**src/shared/ebs_pkg.sv**
```systemverilog
// constants, field layouts and types of the endpoint buffer select link
// shared by the device end, the controller end, the checker and the bench
package ebs_pkg;

  // clock and selector settle time
  localparam int unsigned CLK_PERIOD_NS = 40;
  localparam int unsigned SETTLE_NS     = 400;
  localparam int unsigned SETTLE_CYC_I  = (SETTLE_NS + CLK_PERIOD_NS - 1) / CLK_PERIOD_NS;
  localparam int unsigned SETTLE_W      = 4;
  localparam logic [SETTLE_W-1:0] SETTLE_CYC = SETTLE_W'(SETTLE_CYC_I);

  // device register byte addresses
  localparam logic [7:0] ADDR_MAXP  = 8'h04;
  localparam logic [7:0] ADDR_TYPE  = 8'h08;
  localparam logic [7:0] ADDR_BLEN  = 8'h1C;
  localparam logic [7:0] ADDR_BSTAT = 8'h1E;
  localparam logic [7:0] ADDR_DATA  = 8'h20;
  localparam logic [7:0] ADDR_CTRL  = 8'h28;
  localparam logic [7:0] ADDR_SEL   = 8'h2C;

  // endpoint_selector fields
  localparam logic [7:0] SEL_RESET     = 8'h20;
  localparam logic [7:0] SEL_RSVD_MASK = 8'hD0;
  localparam int unsigned SEL_SETUP_BIT = 5;
  localparam int unsigned SEL_EP_LSB    = 1;
  localparam int unsigned SEL_DIR_BIT   = 0;

  // endpoint_buffer_control fields
  localparam logic [7:0] CTRL_RESET     = 8'h00;
  localparam logic [7:0] CTRL_RSVD_MASK = 8'hE0;
  localparam int unsigned CTRL_CLEAR      = 4;
  localparam int unsigned CTRL_VALID      = 3;
  localparam int unsigned CTRL_DATA_STAGE = 2;
  localparam int unsigned CTRL_STAT       = 1;
  localparam int unsigned CTRL_STALL      = 0;

  // buffer status and endpoint type fields
  localparam int unsigned BSTAT_FULL  = 0;
  localparam int unsigned BSTAT_STALL = 1;
  localparam int unsigned TYPE_ISO    = 0;

  // buffers: index {ep,dir}, setup buffer last
  localparam int unsigned NBUF   = 17;
  localparam int unsigned BIDX_W = 5;
  localparam logic [BIDX_W-1:0] SETUP_IDX = 5'h10;
  localparam int unsigned CNT_W  = 11;
  localparam logic [CNT_W-1:0] CNT_STEP = 11'h002;

  // controller registers on axi4-lite
  localparam logic [7:0] HC_CMD    = 8'h00;
  localparam logic [7:0] HC_STATUS = 8'h04;
  localparam logic [7:0] HC_DMA_EP = 8'h08;
  localparam int unsigned CMD_ADDR_LSB = 0;
  localparam int unsigned CMD_WR_BIT   = 8;
  localparam int unsigned CMD_DBL_BIT  = 9;
  localparam int unsigned CMD_DATA_LSB = 16;
  localparam int unsigned ST_BUSY_BIT  = 0;
  localparam int unsigned ST_ERR_BIT   = 1;
  localparam int unsigned ST_RD_LSB    = 16;
  localparam logic [1:0] RESP_OKAY   = 2'h0;
  localparam logic [1:0] RESP_SLVERR = 2'h2;

  typedef enum logic [1:0] {TOK_OUT, TOK_IN, TOK_SETUP} ebs_tok_t;
  typedef enum logic [1:0] {HS_ACK, HS_NAK, HS_STALL, HS_DATA} ebs_hs_t;

  // selector to buffer index
  function automatic logic [BIDX_W-1:0] ebs_buf_index(input logic [7:0] sel);
    if (sel[SEL_SETUP_BIT]) return SETUP_IDX;
    return {1'b0, sel[SEL_EP_LSB +: 3], sel[SEL_DIR_BIT]};
  endfunction

  function automatic logic ebs_is_tx(input logic [BIDX_W-1:0] idx);
    return (idx != SETUP_IDX) && idx[0];
  endfunction

endpackage

```
**src/shared/ebs_if.sv**
```systemverilog
// register bus between controller and device end
// assumes both ends run on the same aclk
`timescale 1ns/10ps
interface ebs_if;
  logic [7:0]  addr;
  logic        wr;
  logic        rd;
  logic [15:0] wdata;
  logic [15:0] rdata;

  modport dev (input addr, input wr, input rd, input wdata, output rdata);
  modport ctl (output addr, output wr, output rd, output wdata, input rdata);
endinterface

```
**src/hw/ebs_host.sv**
```systemverilog
// controller end: takes commands over axi4-lite, drives the device register bus
// assumes the device answers reads one cycle after the read strobe
`timescale 1ns/10ps
module ebs_host
  import ebs_pkg::*;
(
  input  logic        aclk,
  input  logic        aresetn,
  input  logic [7:0]  s_axi_awaddr,
  input  logic        s_axi_awvalid,
  output logic        s_axi_awready,
  input  logic [31:0] s_axi_wdata,
  input  logic [3:0]  s_axi_wstrb,
  input  logic        s_axi_wvalid,
  output logic        s_axi_wready,
  output logic [1:0]  s_axi_bresp,
  output logic        s_axi_bvalid,
  input  logic        s_axi_bready,
  input  logic [7:0]  s_axi_araddr,
  input  logic        s_axi_arvalid,
  output logic        s_axi_arready,
  output logic [31:0] s_axi_rdata,
  output logic [1:0]  s_axi_rresp,
  output logic        s_axi_rvalid,
  input  logic        s_axi_rready,
  ebs_if.ctl          bus
);

  typedef enum logic [1:0] {H_IDLE, H_ISSUE, H_CAPT, H_SETTLE} ebs_hst_t;

  typedef struct packed {
    ebs_hst_t            st;
    logic                awready;
    logic                wready;
    logic                bvalid;
    logic [1:0]          bresp;
    logic                arready;
    logic                rvalid;
    logic [1:0]          rresp;
    logic [31:0]         rdata;
    logic                aw_held;
    logic                w_held;
    logic [7:0]          awaddr;
    logic [31:0]         wdata;
    logic [3:0]          wstrb;
    logic [2:0]          dma_ep;
    logic                sel_done;
    logic                err;
    logic [15:0]         rd_value;
    logic [1:0]          toggles;
    logic [SETTLE_W-1:0] settle;
    logic [7:0]          addr;
    logic                wr;
    logic                rd;
    logic [15:0]         bwdata;
  } ebs_host_t;

  ebs_host_t   s;
  ebs_host_t   next_s;
  logic [7:0]  a;
  logic [15:0] d;
  logic        bad;
  logic        is_wr;

  assign s_axi_awready = s.awready;
  assign s_axi_wready  = s.wready;
  assign s_axi_bvalid  = s.bvalid;
  assign s_axi_bresp   = s.bresp;
  assign s_axi_arready = s.arready;
  assign s_axi_rvalid  = s.rvalid;
  assign s_axi_rresp   = s.rresp;
  assign s_axi_rdata   = s.rdata;
  assign bus.addr      = s.addr;
  assign bus.wr        = s.wr;
  assign bus.rd        = s.rd;
  assign bus.wdata     = s.bwdata;

  always_comb begin
    next_s = s;
    a      = s.wdata[CMD_ADDR_LSB +: 8];
    d      = s.wdata[CMD_DATA_LSB +: 16];
    is_wr  = s.wdata[CMD_WR_BIT];
    bad    = 1'b0;

    // axi write channels, taken in either order
    if (s_axi_awvalid && s.awready) begin
      next_s.aw_held = 1'b1;
      next_s.awaddr  = s_axi_awaddr;
    end
    if (s_axi_wvalid && s.wready) begin
      next_s.w_held = 1'b1;
      next_s.wdata  = s_axi_wdata;
      next_s.wstrb  = s_axi_wstrb;
    end
    if (s.bvalid && s_axi_bready) begin
      next_s.bvalid = 1'b0;
    end

    // device access sequencer
    case (s.st)
      H_ISSUE: begin
        if (s.toggles != '0) begin
          next_s.bwdata[CTRL_CLEAR] = !s.bwdata[CTRL_CLEAR];
          next_s.toggles = s.toggles - 2'h1;
        end else begin
          next_s.wr = 1'b0;
          next_s.rd = 1'b0;
          if (s.rd) begin
            next_s.st = H_CAPT;
          end else if (s.addr == ADDR_SEL) begin
            next_s.st     = H_SETTLE;
            next_s.settle = SETTLE_CYC;
          end else begin
            next_s.st = H_IDLE;
          end
        end
      end
      H_CAPT: begin
        next_s.rd_value = bus.rdata;
        next_s.st       = H_IDLE;
      end
      H_SETTLE: begin
        next_s.settle = s.settle - 4'h1;
        if (s.settle == 4'h1) begin
          next_s.st = H_IDLE;
        end
      end
      default: begin
      end
    endcase

    // register write decode
    if (s.aw_held && s.w_held && !s.bvalid) begin
      next_s.aw_held = 1'b0;
      next_s.w_held  = 1'b0;
      next_s.bvalid  = 1'b1;
      next_s.bresp   = RESP_OKAY;
      case (s.awaddr)
        HC_CMD: begin
          if (s.st != H_IDLE) begin
            next_s.err = 1'b1;
          end else begin
            if (a == ADDR_SEL) begin
              d[15:8] = '0;
              d[7:0]  = (d[7:0] & ~SEL_RSVD_MASK) | (SEL_RESET & SEL_RSVD_MASK);
              if (d[SEL_EP_LSB +: 3] != '0 || d[SEL_DIR_BIT]) begin
                d[SEL_SETUP_BIT] = 1'b0;
              end
              bad = is_wr && (d[SEL_EP_LSB +: 3] == s.dma_ep);
            end
            if (a == ADDR_CTRL) begin
              d[15:8] = '0;
              d[7:0]  = d[7:0] & ~CTRL_RSVD_MASK;
              bad     = !s.sel_done;
            end
            next_s.err = bad;
            if (!bad) begin
              next_s.st      = H_ISSUE;
              next_s.addr    = a;
              next_s.wr      = is_wr;
              next_s.rd      = !is_wr;
              next_s.bwdata  = d;
              next_s.toggles = '0;
              if (is_wr && a == ADDR_SEL) begin
                next_s.sel_done = 1'b1;
              end
              if (is_wr && a == ADDR_CTRL && d[CTRL_CLEAR]) begin
                next_s.toggles = s.wdata[CMD_DBL_BIT] ? 2'h3 : 2'h1;
              end
            end
          end
        end
        HC_DMA_EP: begin
          if (s.wstrb[0]) begin
            next_s.dma_ep = s.wdata[2:0];
          end
        end
        default: begin
          next_s.bresp = RESP_SLVERR;
        end
      endcase
    end

    // axi read channel
    if (s.rvalid && s_axi_rready) begin
      next_s.rvalid = 1'b0;
    end
    if (s_axi_arvalid && s.arready) begin
      next_s.rvalid = 1'b1;
      next_s.rresp  = RESP_OKAY;
      next_s.rdata  = '0;
      case (s_axi_araddr)
        HC_CMD: begin
        end
        HC_STATUS: begin
          next_s.rdata[ST_BUSY_BIT]        = (s.st != H_IDLE);
          next_s.rdata[ST_ERR_BIT]         = s.err;
          next_s.rdata[ST_RD_LSB +: 16]    = s.rd_value;
        end
        HC_DMA_EP: begin
          next_s.rdata[2:0] = s.dma_ep;
        end
        default: begin
          next_s.rresp = RESP_SLVERR;
        end
      endcase
    end

    next_s.awready = !next_s.aw_held && !next_s.bvalid;
    next_s.wready  = !next_s.w_held && !next_s.bvalid;
    next_s.arready = !next_s.rvalid;
  end

  always_ff @(posedge aclk) begin
    if (!aresetn) begin
      s <= '0;
    end else begin
      s <= next_s;
    end
  end

endmodule

```
**src/flat_wrapper.sv**
```systemverilog
// flat-port wrapper written by rule: the top's interface ports become plain ports
module ebs_host_flat import ebs_pkg::*;
  (aclk, aresetn, s_axi_awaddr, s_axi_awvalid, s_axi_awready, s_axi_wdata, s_axi_wstrb, s_axi_wvalid, s_axi_wready, s_axi_bresp, s_axi_bvalid, s_axi_bready, s_axi_araddr, s_axi_arvalid, s_axi_arready, s_axi_rdata, s_axi_rresp, s_axi_rvalid, s_axi_rready, bus_addr, bus_wr, bus_rd, bus_wdata, bus_rdata);
  ebs_if bus_i ();
  input  logic aclk;
  input  logic aresetn;
  input  logic [7:0] s_axi_awaddr;
  input  logic s_axi_awvalid;
  output logic s_axi_awready;
  input  logic [31:0] s_axi_wdata;
  input  logic [3:0] s_axi_wstrb;
  input  logic s_axi_wvalid;
  output logic s_axi_wready;
  output logic [1:0] s_axi_bresp;
  output logic s_axi_bvalid;
  input  logic s_axi_bready;
  input  logic [7:0] s_axi_araddr;
  input  logic s_axi_arvalid;
  output logic s_axi_arready;
  output logic [31:0] s_axi_rdata;
  output logic [1:0] s_axi_rresp;
  output logic s_axi_rvalid;
  input  logic s_axi_rready;
  output wire logic [$bits(bus_i.addr)-1:0] bus_addr;
  output wire logic [$bits(bus_i.wr)-1:0] bus_wr;
  output wire logic [$bits(bus_i.rd)-1:0] bus_rd;
  output wire logic [$bits(bus_i.wdata)-1:0] bus_wdata;
  input wire logic [$bits(bus_i.rdata)-1:0] bus_rdata;
  assign bus_addr = bus_i.addr;
  assign bus_wr = bus_i.wr;
  assign bus_rd = bus_i.rd;
  assign bus_wdata = bus_i.wdata;
  assign bus_i.rdata = bus_rdata;
  ebs_host u_core (.aclk(aclk), .aresetn(aresetn), .s_axi_awaddr(s_axi_awaddr), .s_axi_awvalid(s_axi_awvalid), .s_axi_awready(s_axi_awready), .s_axi_wdata(s_axi_wdata), .s_axi_wstrb(s_axi_wstrb), .s_axi_wvalid(s_axi_wvalid), .s_axi_wready(s_axi_wready), .s_axi_bresp(s_axi_bresp), .s_axi_bvalid(s_axi_bvalid), .s_axi_bready(s_axi_bready), .s_axi_araddr(s_axi_araddr), .s_axi_arvalid(s_axi_arvalid), .s_axi_arready(s_axi_arready), .s_axi_rdata(s_axi_rdata), .s_axi_rresp(s_axi_rresp), .s_axi_rvalid(s_axi_rvalid), .s_axi_rready(s_axi_rready), .bus(bus_i));
endmodule
```
**config.mk**
```make
export PLATFORM = sky130hd
export DESIGN_NAME = ebs_host_flat
export DESIGN_NICKNAME = d
export VERILOG_FILES = /design/src/shared/ebs_pkg.sv /design/src/shared/ebs_if.sv /design/src/hw/ebs_host.sv /design/src/flat_wrapper.sv
export SDC_FILE = /design/constraint.sdc
export NUM_CORES = 1
export LEC_CHECK = 0
export BUFFER_PORTS_ARGS = -buffer_cell sky130_fd_sc_hd__buf_2
export CAP_MARGIN = 20
export CORE_UTILIZATION = 52
export CTS_CLUSTER_SIZE = 20
export DETAILED_ROUTE_END_ITERATION = 16
export PLACE_DENSITY = 0.78
export SYNTH_ARGS = -nofsm -noshare
export SYNTH_HDL_FRONTEND = slang
export SYNTH_SLANG_ARGS = --single-unit
```
**constraint.sdc**
```tcl
create_clock -name aclk -period 2.21 [get_ports aclk]
set_input_delay 0.1105 -clock aclk [delete_from_list [all_inputs] [get_ports aclk]]
set_output_delay 0.1105 -clock aclk [all_outputs]
set_load 0.01 [all_outputs]
```
==> results.json, run 1 <==
{
  "run_status": "completed",
  "async_set_or_reset_flop_fraction_in_the_synthesized_netlist_pct": 0,
  "detail_route.wirelength.met1_mm": 5.29,
  "timing.critical_path.arrival_ps": 2440,
  "htreeDepth": 4,
  "detail_route.wirelength_mm": 12.9,
  "core_area_um2": 9370,
  "cts_buffer_depth": 2,
  "groute.usage.overall_pct": 26.6,
  "min_path_type": "in -> reg",
  "dp_area_um2": 5400,
  "routed_wire_length_per_instance_um": 14.8,
  "boundaryPins": 142,
  "post-route-min-period_ps": 2040,
  "count_of_clock_tree_sinks": 118,
  "power.leakage_nw": 2.70,
  "initial_utilization_pct": 54.4,
  "wl_met2_mm": 6.64,
  "critPathMaxFanout": 23,
  "finalHoldViolCount": 0,
  "synth_cell_types": 50,
  "yosysWarningCount": 0,
  "die_outline_area_um2": 10200,
  "detailroute.via_count": 4609,
  "core.rowCount": 35,
  "clock_latency_ps": 500,
  "first_pass_iters": 5,
  "finalWeightedCongestion": 0.808,
  "remaining_drc_errors": 0,
  "detail_route.vias_per_cell": 5.30,
  "setup_total_negative_slack_ps": 0,
  "timing.max_cap.violations": 0,
  "relSlewSlack_pct": 38.9,
  "layout.nets": 806,
  "final_period_util_pct": 92.3,
  "met3_length_um": 590,
  "power-per-cell-area_nw_per_um2": 785,
  "grt_pass1_vias": 4534,
  "syn-mean-instance-area_um2": 8.46,
  "overflow": 0,
  "ctsRootBufferMaster": "clkbuf_8",
  "synth-main-ff-cell": "dfxtp_1",
  "floorplan.die.height_um": 101,
  "post-dp-hpwl_mm": 7.57,
  "route.top_layer_used": "met4",
  "areaGrowthSynthToFinish_pct": 27.8,
  "drive_gt1_share_pct": 23.1,
  "n_antenna_cell": 0,
  "timing_max_transition_violations_final": 0,
  "io_buffer_count": 117,
  "vdd_ir_drop_max_mv": 0.506,
  "antenna_found_initial": 0,
  "worstPathRequired_ps": 2610,
  "synth_enable_flop_cells": 0,
  "synth-seq-cells": 118,
  "largest_net_degree_at_the_start_of_global_routing": 42,
  "synth_area_um2": 5100,
  "layout_commonest_cell": "nand2_1",
  "timing_worst_slew_pin_value_ps": 915,
  "timing.setup.critical_path_class": "reg -> reg",
  "clk_pin_slew_ps": 60,
  "final_area_um2": 6520,
  "die_w_um": 101,
  "antenna_left": 0,
  "unrepaired_setup_endpoints_after_global_routing": "false",
  "worst_hold_slack_ps": 76.7,
  "leading_cell_types_in_the_layout_fill_and_taps_excluded": "nand2_1, dfxtp_1, buf_2",
  "setup_viol": 0,
  "timing.critical_path.to_type": "flop",
  "final.setup_skew_ps": 9.77,
  "cts.repair_timing.setup_buffer_count": 0,
  "netlist_instances": 603,
  "detailedRoute.firstIterationViolations": 242,
  "global_route_wire_length_before_repair_mm": 21.1,
  "cts_inserted_buffers": 17,
  "clock_tree_from_tritoncts": "built",
  "achievable-frequency_ghz": 0.490,
  "crit_path_start_kind": "flop",
  "synth-seq-area-share_pct": 46.3
}
## metrics by stage
step           power (mW)  util [%]  setup slack (ps)  cells
2_1_floorplan        2.44         -               421    617
3_3_place_gp         2.52      57.6               318    783
3_5_place_dp         2.53      57.6               282    783
4_1_cts              5.11      69.5               226    870
5_1_grt              5.29      69.5               126    870
6_report             5.12      69.5               171    870
## final cells by class
type                       count  area, µm²
clock buffer                  23        487
clock inverter                 8       72.6
fill                         693       2850
inverter                       4       15.0
multi-input combinational    400       2150
sequential                   118       2360
tap                          129        161
timing repair buffer         188       1270
## kinds of logic (layout without fill, tap and decap cells)
kind of cell / Yosys count / after routing / share of synthesized area [%]
xor+xnor: 3 / 3 / 0.515
compound gates: 98 / 98 / 11.5
simple gates: 250 / 250 / 22.2
mux: 32 / 32 / 6.28
flops: 118 / 118 / 46.3
buf+inv: 99 / 223 / 12.6
other cells: 1 / 15 / 0.0735
fa+ha+maj: 2 / 2 / 0.491
## critical path: stages (launching register included)
cell	delay [ps]
dfxtp_1	310
or4_4	550
nor4_1	330
o311a_2	270
buf_12	200
mux2i_1	280
## path summary, 6_finish.rpt
path	startpoint	end	slack (ps)	cells past startpoint
worst max-delay path	u_core.s[93]	u_core.bus.wdata[7]	170	5
worst min-delay path	s_axi_araddr[3]	u_core.s_axi_rdata[2]	80	4
worst max register to register	u_core.s[93]	u_core.bus.wdata[7]	170	5
worst min register to register	u_core.s[90]	u_core.s[90]	450	2
## repair_timing
item | CTS | global route
gates resized for setup | 0 | 0
hold buffers | 56 | 0
endpoints found under the hold margin | 57 | 0
## synth_stat cells, types with 2 or more instances
cell	n	area share [%]
nor4b_4	2	0.93
a22oi_1	16	2.4
nand2_1	162	12
o21ai_0	3	0.29
nor2_1	29	2.1
buf_4	60	8.8
o211a_1	2	0.39
nand3_1	13	1.3
nor2b_1	4	0.49
dfxtp_1	118	46
or2_2	2	0.25
xnor2_1	3	0.52
nand2b_1	5	0.61
or4_1	2	0.29
buf_1	2	0.15
mux2i_1	32	6.3
a21oi_1	63	6.2
and2_1	5	0.61
o211ai_1	2	0.29
nor4bb_1	2	0.39
or3_1	3	0.37
clkbuf_1	26	1.9
nor4_1	3	0.37
nand4_1	2	0.25
inv_1	3	0.22
o21a_1	2	0.29
a22o_1	3	0.52
ha_1	2	0.49
buf_2	3	0.29
nor3_1	7	0.69
buf_8	3	0.88
## state kept, by name, indices dropped and copies added (netlist names)
signal                cells
u_core.s                 57
u_core.s_axi_rdata       19
u_core.bus.wdata         16
u_core.a                  8
u_core.bus.addr           8
u_core.bus.rd             1
u_core.bus.wr             1
u_core.is_wr              1
u_core.s_axi_arready      1
u_core.s_axi_awready      1
u_core.s_axi_bresp        1
u_core.s_axi_bvalid       1
u_core.s_axi_rresp        1
u_core.s_axi_rvalid       1
u_core.s_axi_wready       1
## routing by layer
layer	global-route usage, %	vias to the layer above
met4	11.7	0
met2	46.5	171
li1	-	2205
met3	6.10	38
met1	31.1	2195
met5	0	-
## power breakdown
group | internal (mW) | switching, mW
logic | 0.176 | 0.191
registers | 2.17 | 0.0364
clock network | 1.62 | 0.917
No activity file was read; power rests on OpenSTA's default activity.
==> run 2, diff against run 1 <==
Settings changed: CORE_MARGIN set to 2.
==> run 2 against run 1 <==
Net effect:
- global-route usage fell by 2.0 points
- largest cell class unchanged
- sequential share of layout area down 0.34 points
- clock skew down 1.5 ps
- final cell count rose by 0.34%
- clock-buffer cell count shrank 4
==> results.json, run 2 (same netlist as run 1, synthesis figures left out) <==
{
  "detailroute.via_count": 4513,
  "final_period_util_pct": 93.7,
  "critPathMaxFanout": 31,
  "leading_cell_types_in_the_layout_fill_and_taps_excluded": "nand2_1, dfxtp_1, buf_2",
  "cts_buffer_depth": 2,
  "antenna_left": 0,
  "finalHoldViolCount": 0,
  "io_buffer_count": 117,
  "worstPathRequired_ps": 2630,
  "achievable-frequency_ghz": 0.483,
  "post-route-worst-setup-slack_ps": 138,
  "floorplan.die.height_um": 103,
  "detail_route.wirelength_mm": 12.9,
  "clk_pin_slew_ps": 60,
  "timing_worst_slew_pin_value_ps": 949,
  "p_switching_mw": 1.19,
  "relSlewSlack_pct": 36.8,
  "timing.critical_path.arrival_ps": 2490,
  "power_frac_comb_pct": 6.6,
  "detail_route.vias_per_cell": 5.17,
  "finalWeightedCongestion": 0.887,
  "timing.setup.critical_path_class": "reg -> reg",
  "clock_tree_from_tritoncts": "built",
  "routed_wire_length_per_instance_um": 14.8,
  "min_path_type": "in -> reg",
  "vdd_ir_drop_max_mv": 0.592,
  "initial_utilization_pct": 52.9,
  "overflow": 0,
  "detailedRoute.firstIterationViolations": 218,
  "setup_viol": 0,
  "post-dp-hpwl_mm": 7.39,
  "sequential_share_of_power_pct": 40.1,
  "post-route-min-period_ps": 2070,
  "setup_total_negative_slack_ps": 0,
  "netSwitchingFraction_pct": 21.7,
  "layout_commonest_cell": "nand2_1",
  "antenna_found_initial": 1,
  "worst_hold_slack_ps": 47.5,
  "crit_path_start_kind": "flop",
  "remaining_drc_errors": 0,
  "timing.max_cap.violations": 0,
  "global_route_wire_length_before_repair_mm": 20.0,
  "timing_max_transition_violations_final": 0,
  "timing.critical_path.to_type": "flop",
  "areaGrowthSynthToFinish_pct": 29.0,
  "core_area_um2": 9640,
  "groute.usage.overall_pct": 24.5,
  "ctsRootBufferMaster": "clkbuf_8",
  "cts.repair_timing.setup_buffer_count": 0,
  "count_of_clock_tree_sinks": 118,
  "unrepaired_setup_endpoints_after_global_routing": "false",
  "core.rowCount": 36,
  "layout.nets": 803,
  "power-per-cell-area_nw_per_um2": 837,
  "run_status": "completed",
  "boundaryPins": 142,
  "intPower_mw": 4.31,
  "final.setup_skew_ps": 8.24,
  "die_w_um": 103,
  "register_with_the_highest_flop_count": "u_core.s",
  "pre_cts_slack_ps": 243,
  "power.share.clock_pct": 53.3,
  "htreeDepth": 4,
  "first_pass_iters": 4,
  "grt_pass1_vias": 4254,
  "power.leakage_nw": 2.72,
  "drive_gt1_share_pct": 22.9,
  "clock_latency_ps": 520,
  "die_outline_area_um2": 10600,
  "largest_register_ff_count": 57,
  "largest_net_degree_at_the_start_of_global_routing": 55,
  "cts_inserted_buffers": 17
}
-- run 2: changes by cell type in the layout (fill, tap and decap cells not counted), sizes merged --
| cell | delta |
|---|---|
| diode | +1 |
| clkbuf | -4 |
| clkinvlp | +1 |
| bufinv | +4 |
| buf | -3 |
-- run 2: worst paths after layout --
path                  from                    to  slack [ps]  cells past startpoint
min          s_axi_awvalid          u_core.s[90]          50                      4
min reg2reg   u_core.s[89]          u_core.s[89]         450                      2
max reg2reg   u_core.s[93]  u_core.bus.wdata[11]         140                      5
max           u_core.s[93]  u_core.bus.wdata[11]         140                      5
-- run 2: layer usage --
layer	global-route usage [%]	vias to the layer above	part of all wire, %
met1	29.5	2123	41
met3	6.37	40	5.2
li1	-	2185	-
met2	40.3	165	51
met5	0	-	0
met4	13.3	0	3.2
-- run 2: through the flow --
step	power, mW	instances	cell area, µm²	utilization (%)
floorplan	2.44	617	5150	-
global placement	2.52	784	5380	55.8
detailed placement	2.53	784	5380	55.8
CTS	5.51	872	6580	68.2
global route	5.65	873	6580	68.3
finish	5.51	873	6580	68.3
-- run 2: power groups by stage --
stage	combinational, mW	clock (mW)	sequential, mW
after global placement	0.271	0	2.25
after detailed placement	0.274	0	2.25
after CTS	0.352	2.95	2.21
after floorplan	0.193	0	2.24
final	0.363	2.94	2.21
after global routing	0.397	3.04	2.21
-- run 2: area by class of cell --
type	instances	area [µm²]
antenna	1	2.50
clock buffer	19	432
clock inverter	13	204
fill	720	3060
inverter	4	15.0
multi-input combinational	400	2150
sequential	118	2360
tap	133	166
timing repair buffer	185	1250
-- run 2: worst max-delay path, cell delays in order, from the launching register on --
cell	delay [ps]
dfxtp_1	310
or4_4	550
nor4_1	320
o311a_2	250
buf_12	240
mux2i_1	300
-- run 2: timing repair --
| item | CTS | global route |
|---|---|---|
| hold buffers | 56 | 0 |
| resized for setup | 0 | 0 |
| hold endpoints to repair | 59 | 0 |
==> run 3, diff against run 2 <==
Settings changed: CORE_UTILIZATION 52 to 56, PLACE_DENSITY 0.78 to 0.83.
Clock period 2.21 ns to 2.5 ns, I/O delays scaled along.
==> run 3 against run 2 <==
Net effect:
- setup slack better by 120 ps
- maximum frequency shrank 7.7%
- largest power group unchanged
- clock power is 18% lower
- sequential share of layout area up 0.59 points
- die area decreased by 6.9%
- combinational power shrank 12%
- total power shrank 15%
- largest cell class unchanged
==> results.json, run 3 (same netlist as run 1, synthesis figures left out) <==
{
  "run_status": "completed",
  "detail_route.vias_per_cell": 5.51,
  "relSlewSlack_pct": 32.9,
  "global_route_track_usage_on_met3_pct": 6.04,
  "routed_wire_length_per_instance_um": 15.4,
  "cts-hold-fix-buffers": 55,
  "crit_path_start_kind": "flop",
  "die_w_um": 99.4,
  "timing_worst_slew_pin_value_ps": 1010,
  "power.share.clock_pct": 51.5,
  "top_usage_layer": "met2",
  "clock_tree_from_tritoncts": "built",
  "leading_cell_types_in_the_layout_fill_and_taps_excluded": "nand2_1, dfxtp_1, buf_2",
  "core.rowCount": 34,
  "critPathMaxFanout": 20,
  "multi_input_comb_area_um2": 2150,
  "cts.repair_timing.setup_buffer_count": 0,
  "post-route-min-period_ps": 2250,
  "antenna_found_initial": 0,
  "setup_total_negative_slack_ps": 0,
  "layout_commonest_cell": "nand2_1",
  "critical_path.cell_chain": "or4_4 > nor4_1 > o311a_2 > buf_4 > mux2i_1",
  "setup_viol": 0,
  "register_with_the_highest_flop_count": "u_core.s",
  "intPower_mw": 3.59,
  "post-route-worst-setup-slack_ps": 255,
  "ctsRootBufferMaster": "clkbuf_8",
  "core_area_um2": 8760,
  "areaGrowthSynthToFinish_pct": 26.9,
  "post-dp-hpwl_mm": 7.81,
  "cts_buffer_depth": 2,
  "timing_max_transition_violations_final": 0,
  "detailroute.via_count": 4660,
  "vdd_ir_drop_max_mv": 0.466,
  "worstPathRequired_ps": 2900,
  "globalRouteMet1Util_pct": 29.8,
  "p_switching_mw": 1.09,
  "groute.usage.overall_pct": 26.3,
  "detail_route.wirelength_mm": 13.0,
  "timing.max_cap.violations": 0,
  "power.leakage_nw": 2.69,
  "clk_pin_slew_ps": 60,
  "post_layout_nonfiller_instances": 845,
  "timing.critical_path.arrival_ps": 2650,
  "layout.nets": 801,
  "grtUsageMet2_pct": 45.1,
  "global_route_wire_length_before_repair_mm": 20.9,
  "cp_slowest_cell": "or4_4",
  "cts_inserted_buffers": 17,
  "finalHoldViolCount": 0,
  "utilization_pct": 73.9,
  "finalWeightedCongestion": 0.832,
  "fillers": 605,
  "count_of_clock_tree_sinks": 118,
  "boundaryPins": 142,
  "initial_utilization_pct": 58.2,
  "postCtsResizedCells": 0,
  "timing.critical_path.slowest_cell_delay_ps": 550,
  "floorplan.die.height_um": 99.4,
  "n_antenna_cell": 0,
  "worst_path_bufs_invs": 1,
  "sequential_share_of_power_pct": 41.7,
  "overflow": 0,
  "clock_latency_ps": 510,
  "pre_cts_slack_ps": 403,
  "antenna_left": 0,
  "timing.setup.critical_path_class": "reg -> reg",
  "io_buffer_count": 117,
  "drive_gt1_share_pct": 22.8,
  "netSwitchingFraction_pct": 23.2,
  "register_area_um2": 2360,
  "power_frac_comb_pct": 6.8,
  "final.setup_skew_ps": 11.0,
  "remaining_drc_errors": 0,
  "achievable-frequency_ghz": 0.445,
  "largest_register_ff_count": 57,
  "first_pass_iters": 6,
  "final_period_util_pct": 89.8,
  "dpl.cell_count": 758,
  "htreeDepth": 4,
  "grt_pass1_vias": 4501,
  "power-per-cell-area_nw_per_um2": 723,
  "largest_net_degree_at_the_start_of_global_routing": 55,
  "unrepaired_setup_endpoints_after_global_routing": "false",
  "timing.critical_path.to_type": "flop",
  "cpLargestDelayFamily": "simple AND/OR/NAND/NOR gates",
  "detailedRoute.firstIterationViolations": 355,
  "min_path_type": "in -> reg",
  "die_outline_area_um2": 9880
}
## run 3: worst paths after layout
check	slack, ps	from	depth (start not counted)	end
setup reg to reg	250	u_core.s[93]	5	u_core.s[31]
hold reg to reg	450	u_core.s_axi_rdata[1]	2	u_core.s_axi_rdata[1]
setup / recovery	250	u_core.s[93]	5	u_core.s[31]
hold / removal	70	s_axi_araddr[4]	4	u_core.s_axi_rresp[1]
## run 3: power by group through the flow
stage / registers [mW] / logic (mW) / clock network [mW]
floorplan: 1.98 / 0.171 / 0
global placement: 1.99 / 0.233 / 0
detailed placement: 1.99 / 0.239 / 0
CTS: 1.95 / 0.307 / 2.42
global route: 1.96 / 0.348 / 2.51
finish: 1.95 / 0.319 / 2.41
## run 3: cell type report
type,instances,share of cell area (%)
Sequential cell,118,36.5
Multi-Input combinational cell,400,33.2
Timing Repair Buffer,183,18.8
Clock buffer,18,6.46
Clock inverter,14,2.71
Tap cell,108,2.09
Inverter,4,0.232
## run 3: routing by layer
metal  share of wire, %  up-vias
met5                  0        -
met4                5.7        0
met3                6.3       79
met2                 50      242
met1                 38     2152
li1                   -     2187
## run 3: metrics by stage
stage	cell area, µm²	hold slack (ps)	power, mW
after floorplan	5150	261	2.15
after global placement	5330	367	2.22
after detailed placement	5330	370	2.23
after CTS	6470	33.7	4.68
after global routing	6470	53.8	4.81
final	6470	65.7	4.68
## run 3: worst reg2reg max path: stages (launching register included)
cell and delay, ps:
dfxtp_1 310, or4_4 550, nor4_1 380, o311a_2 250
buf_4 330, mux2i_1 330
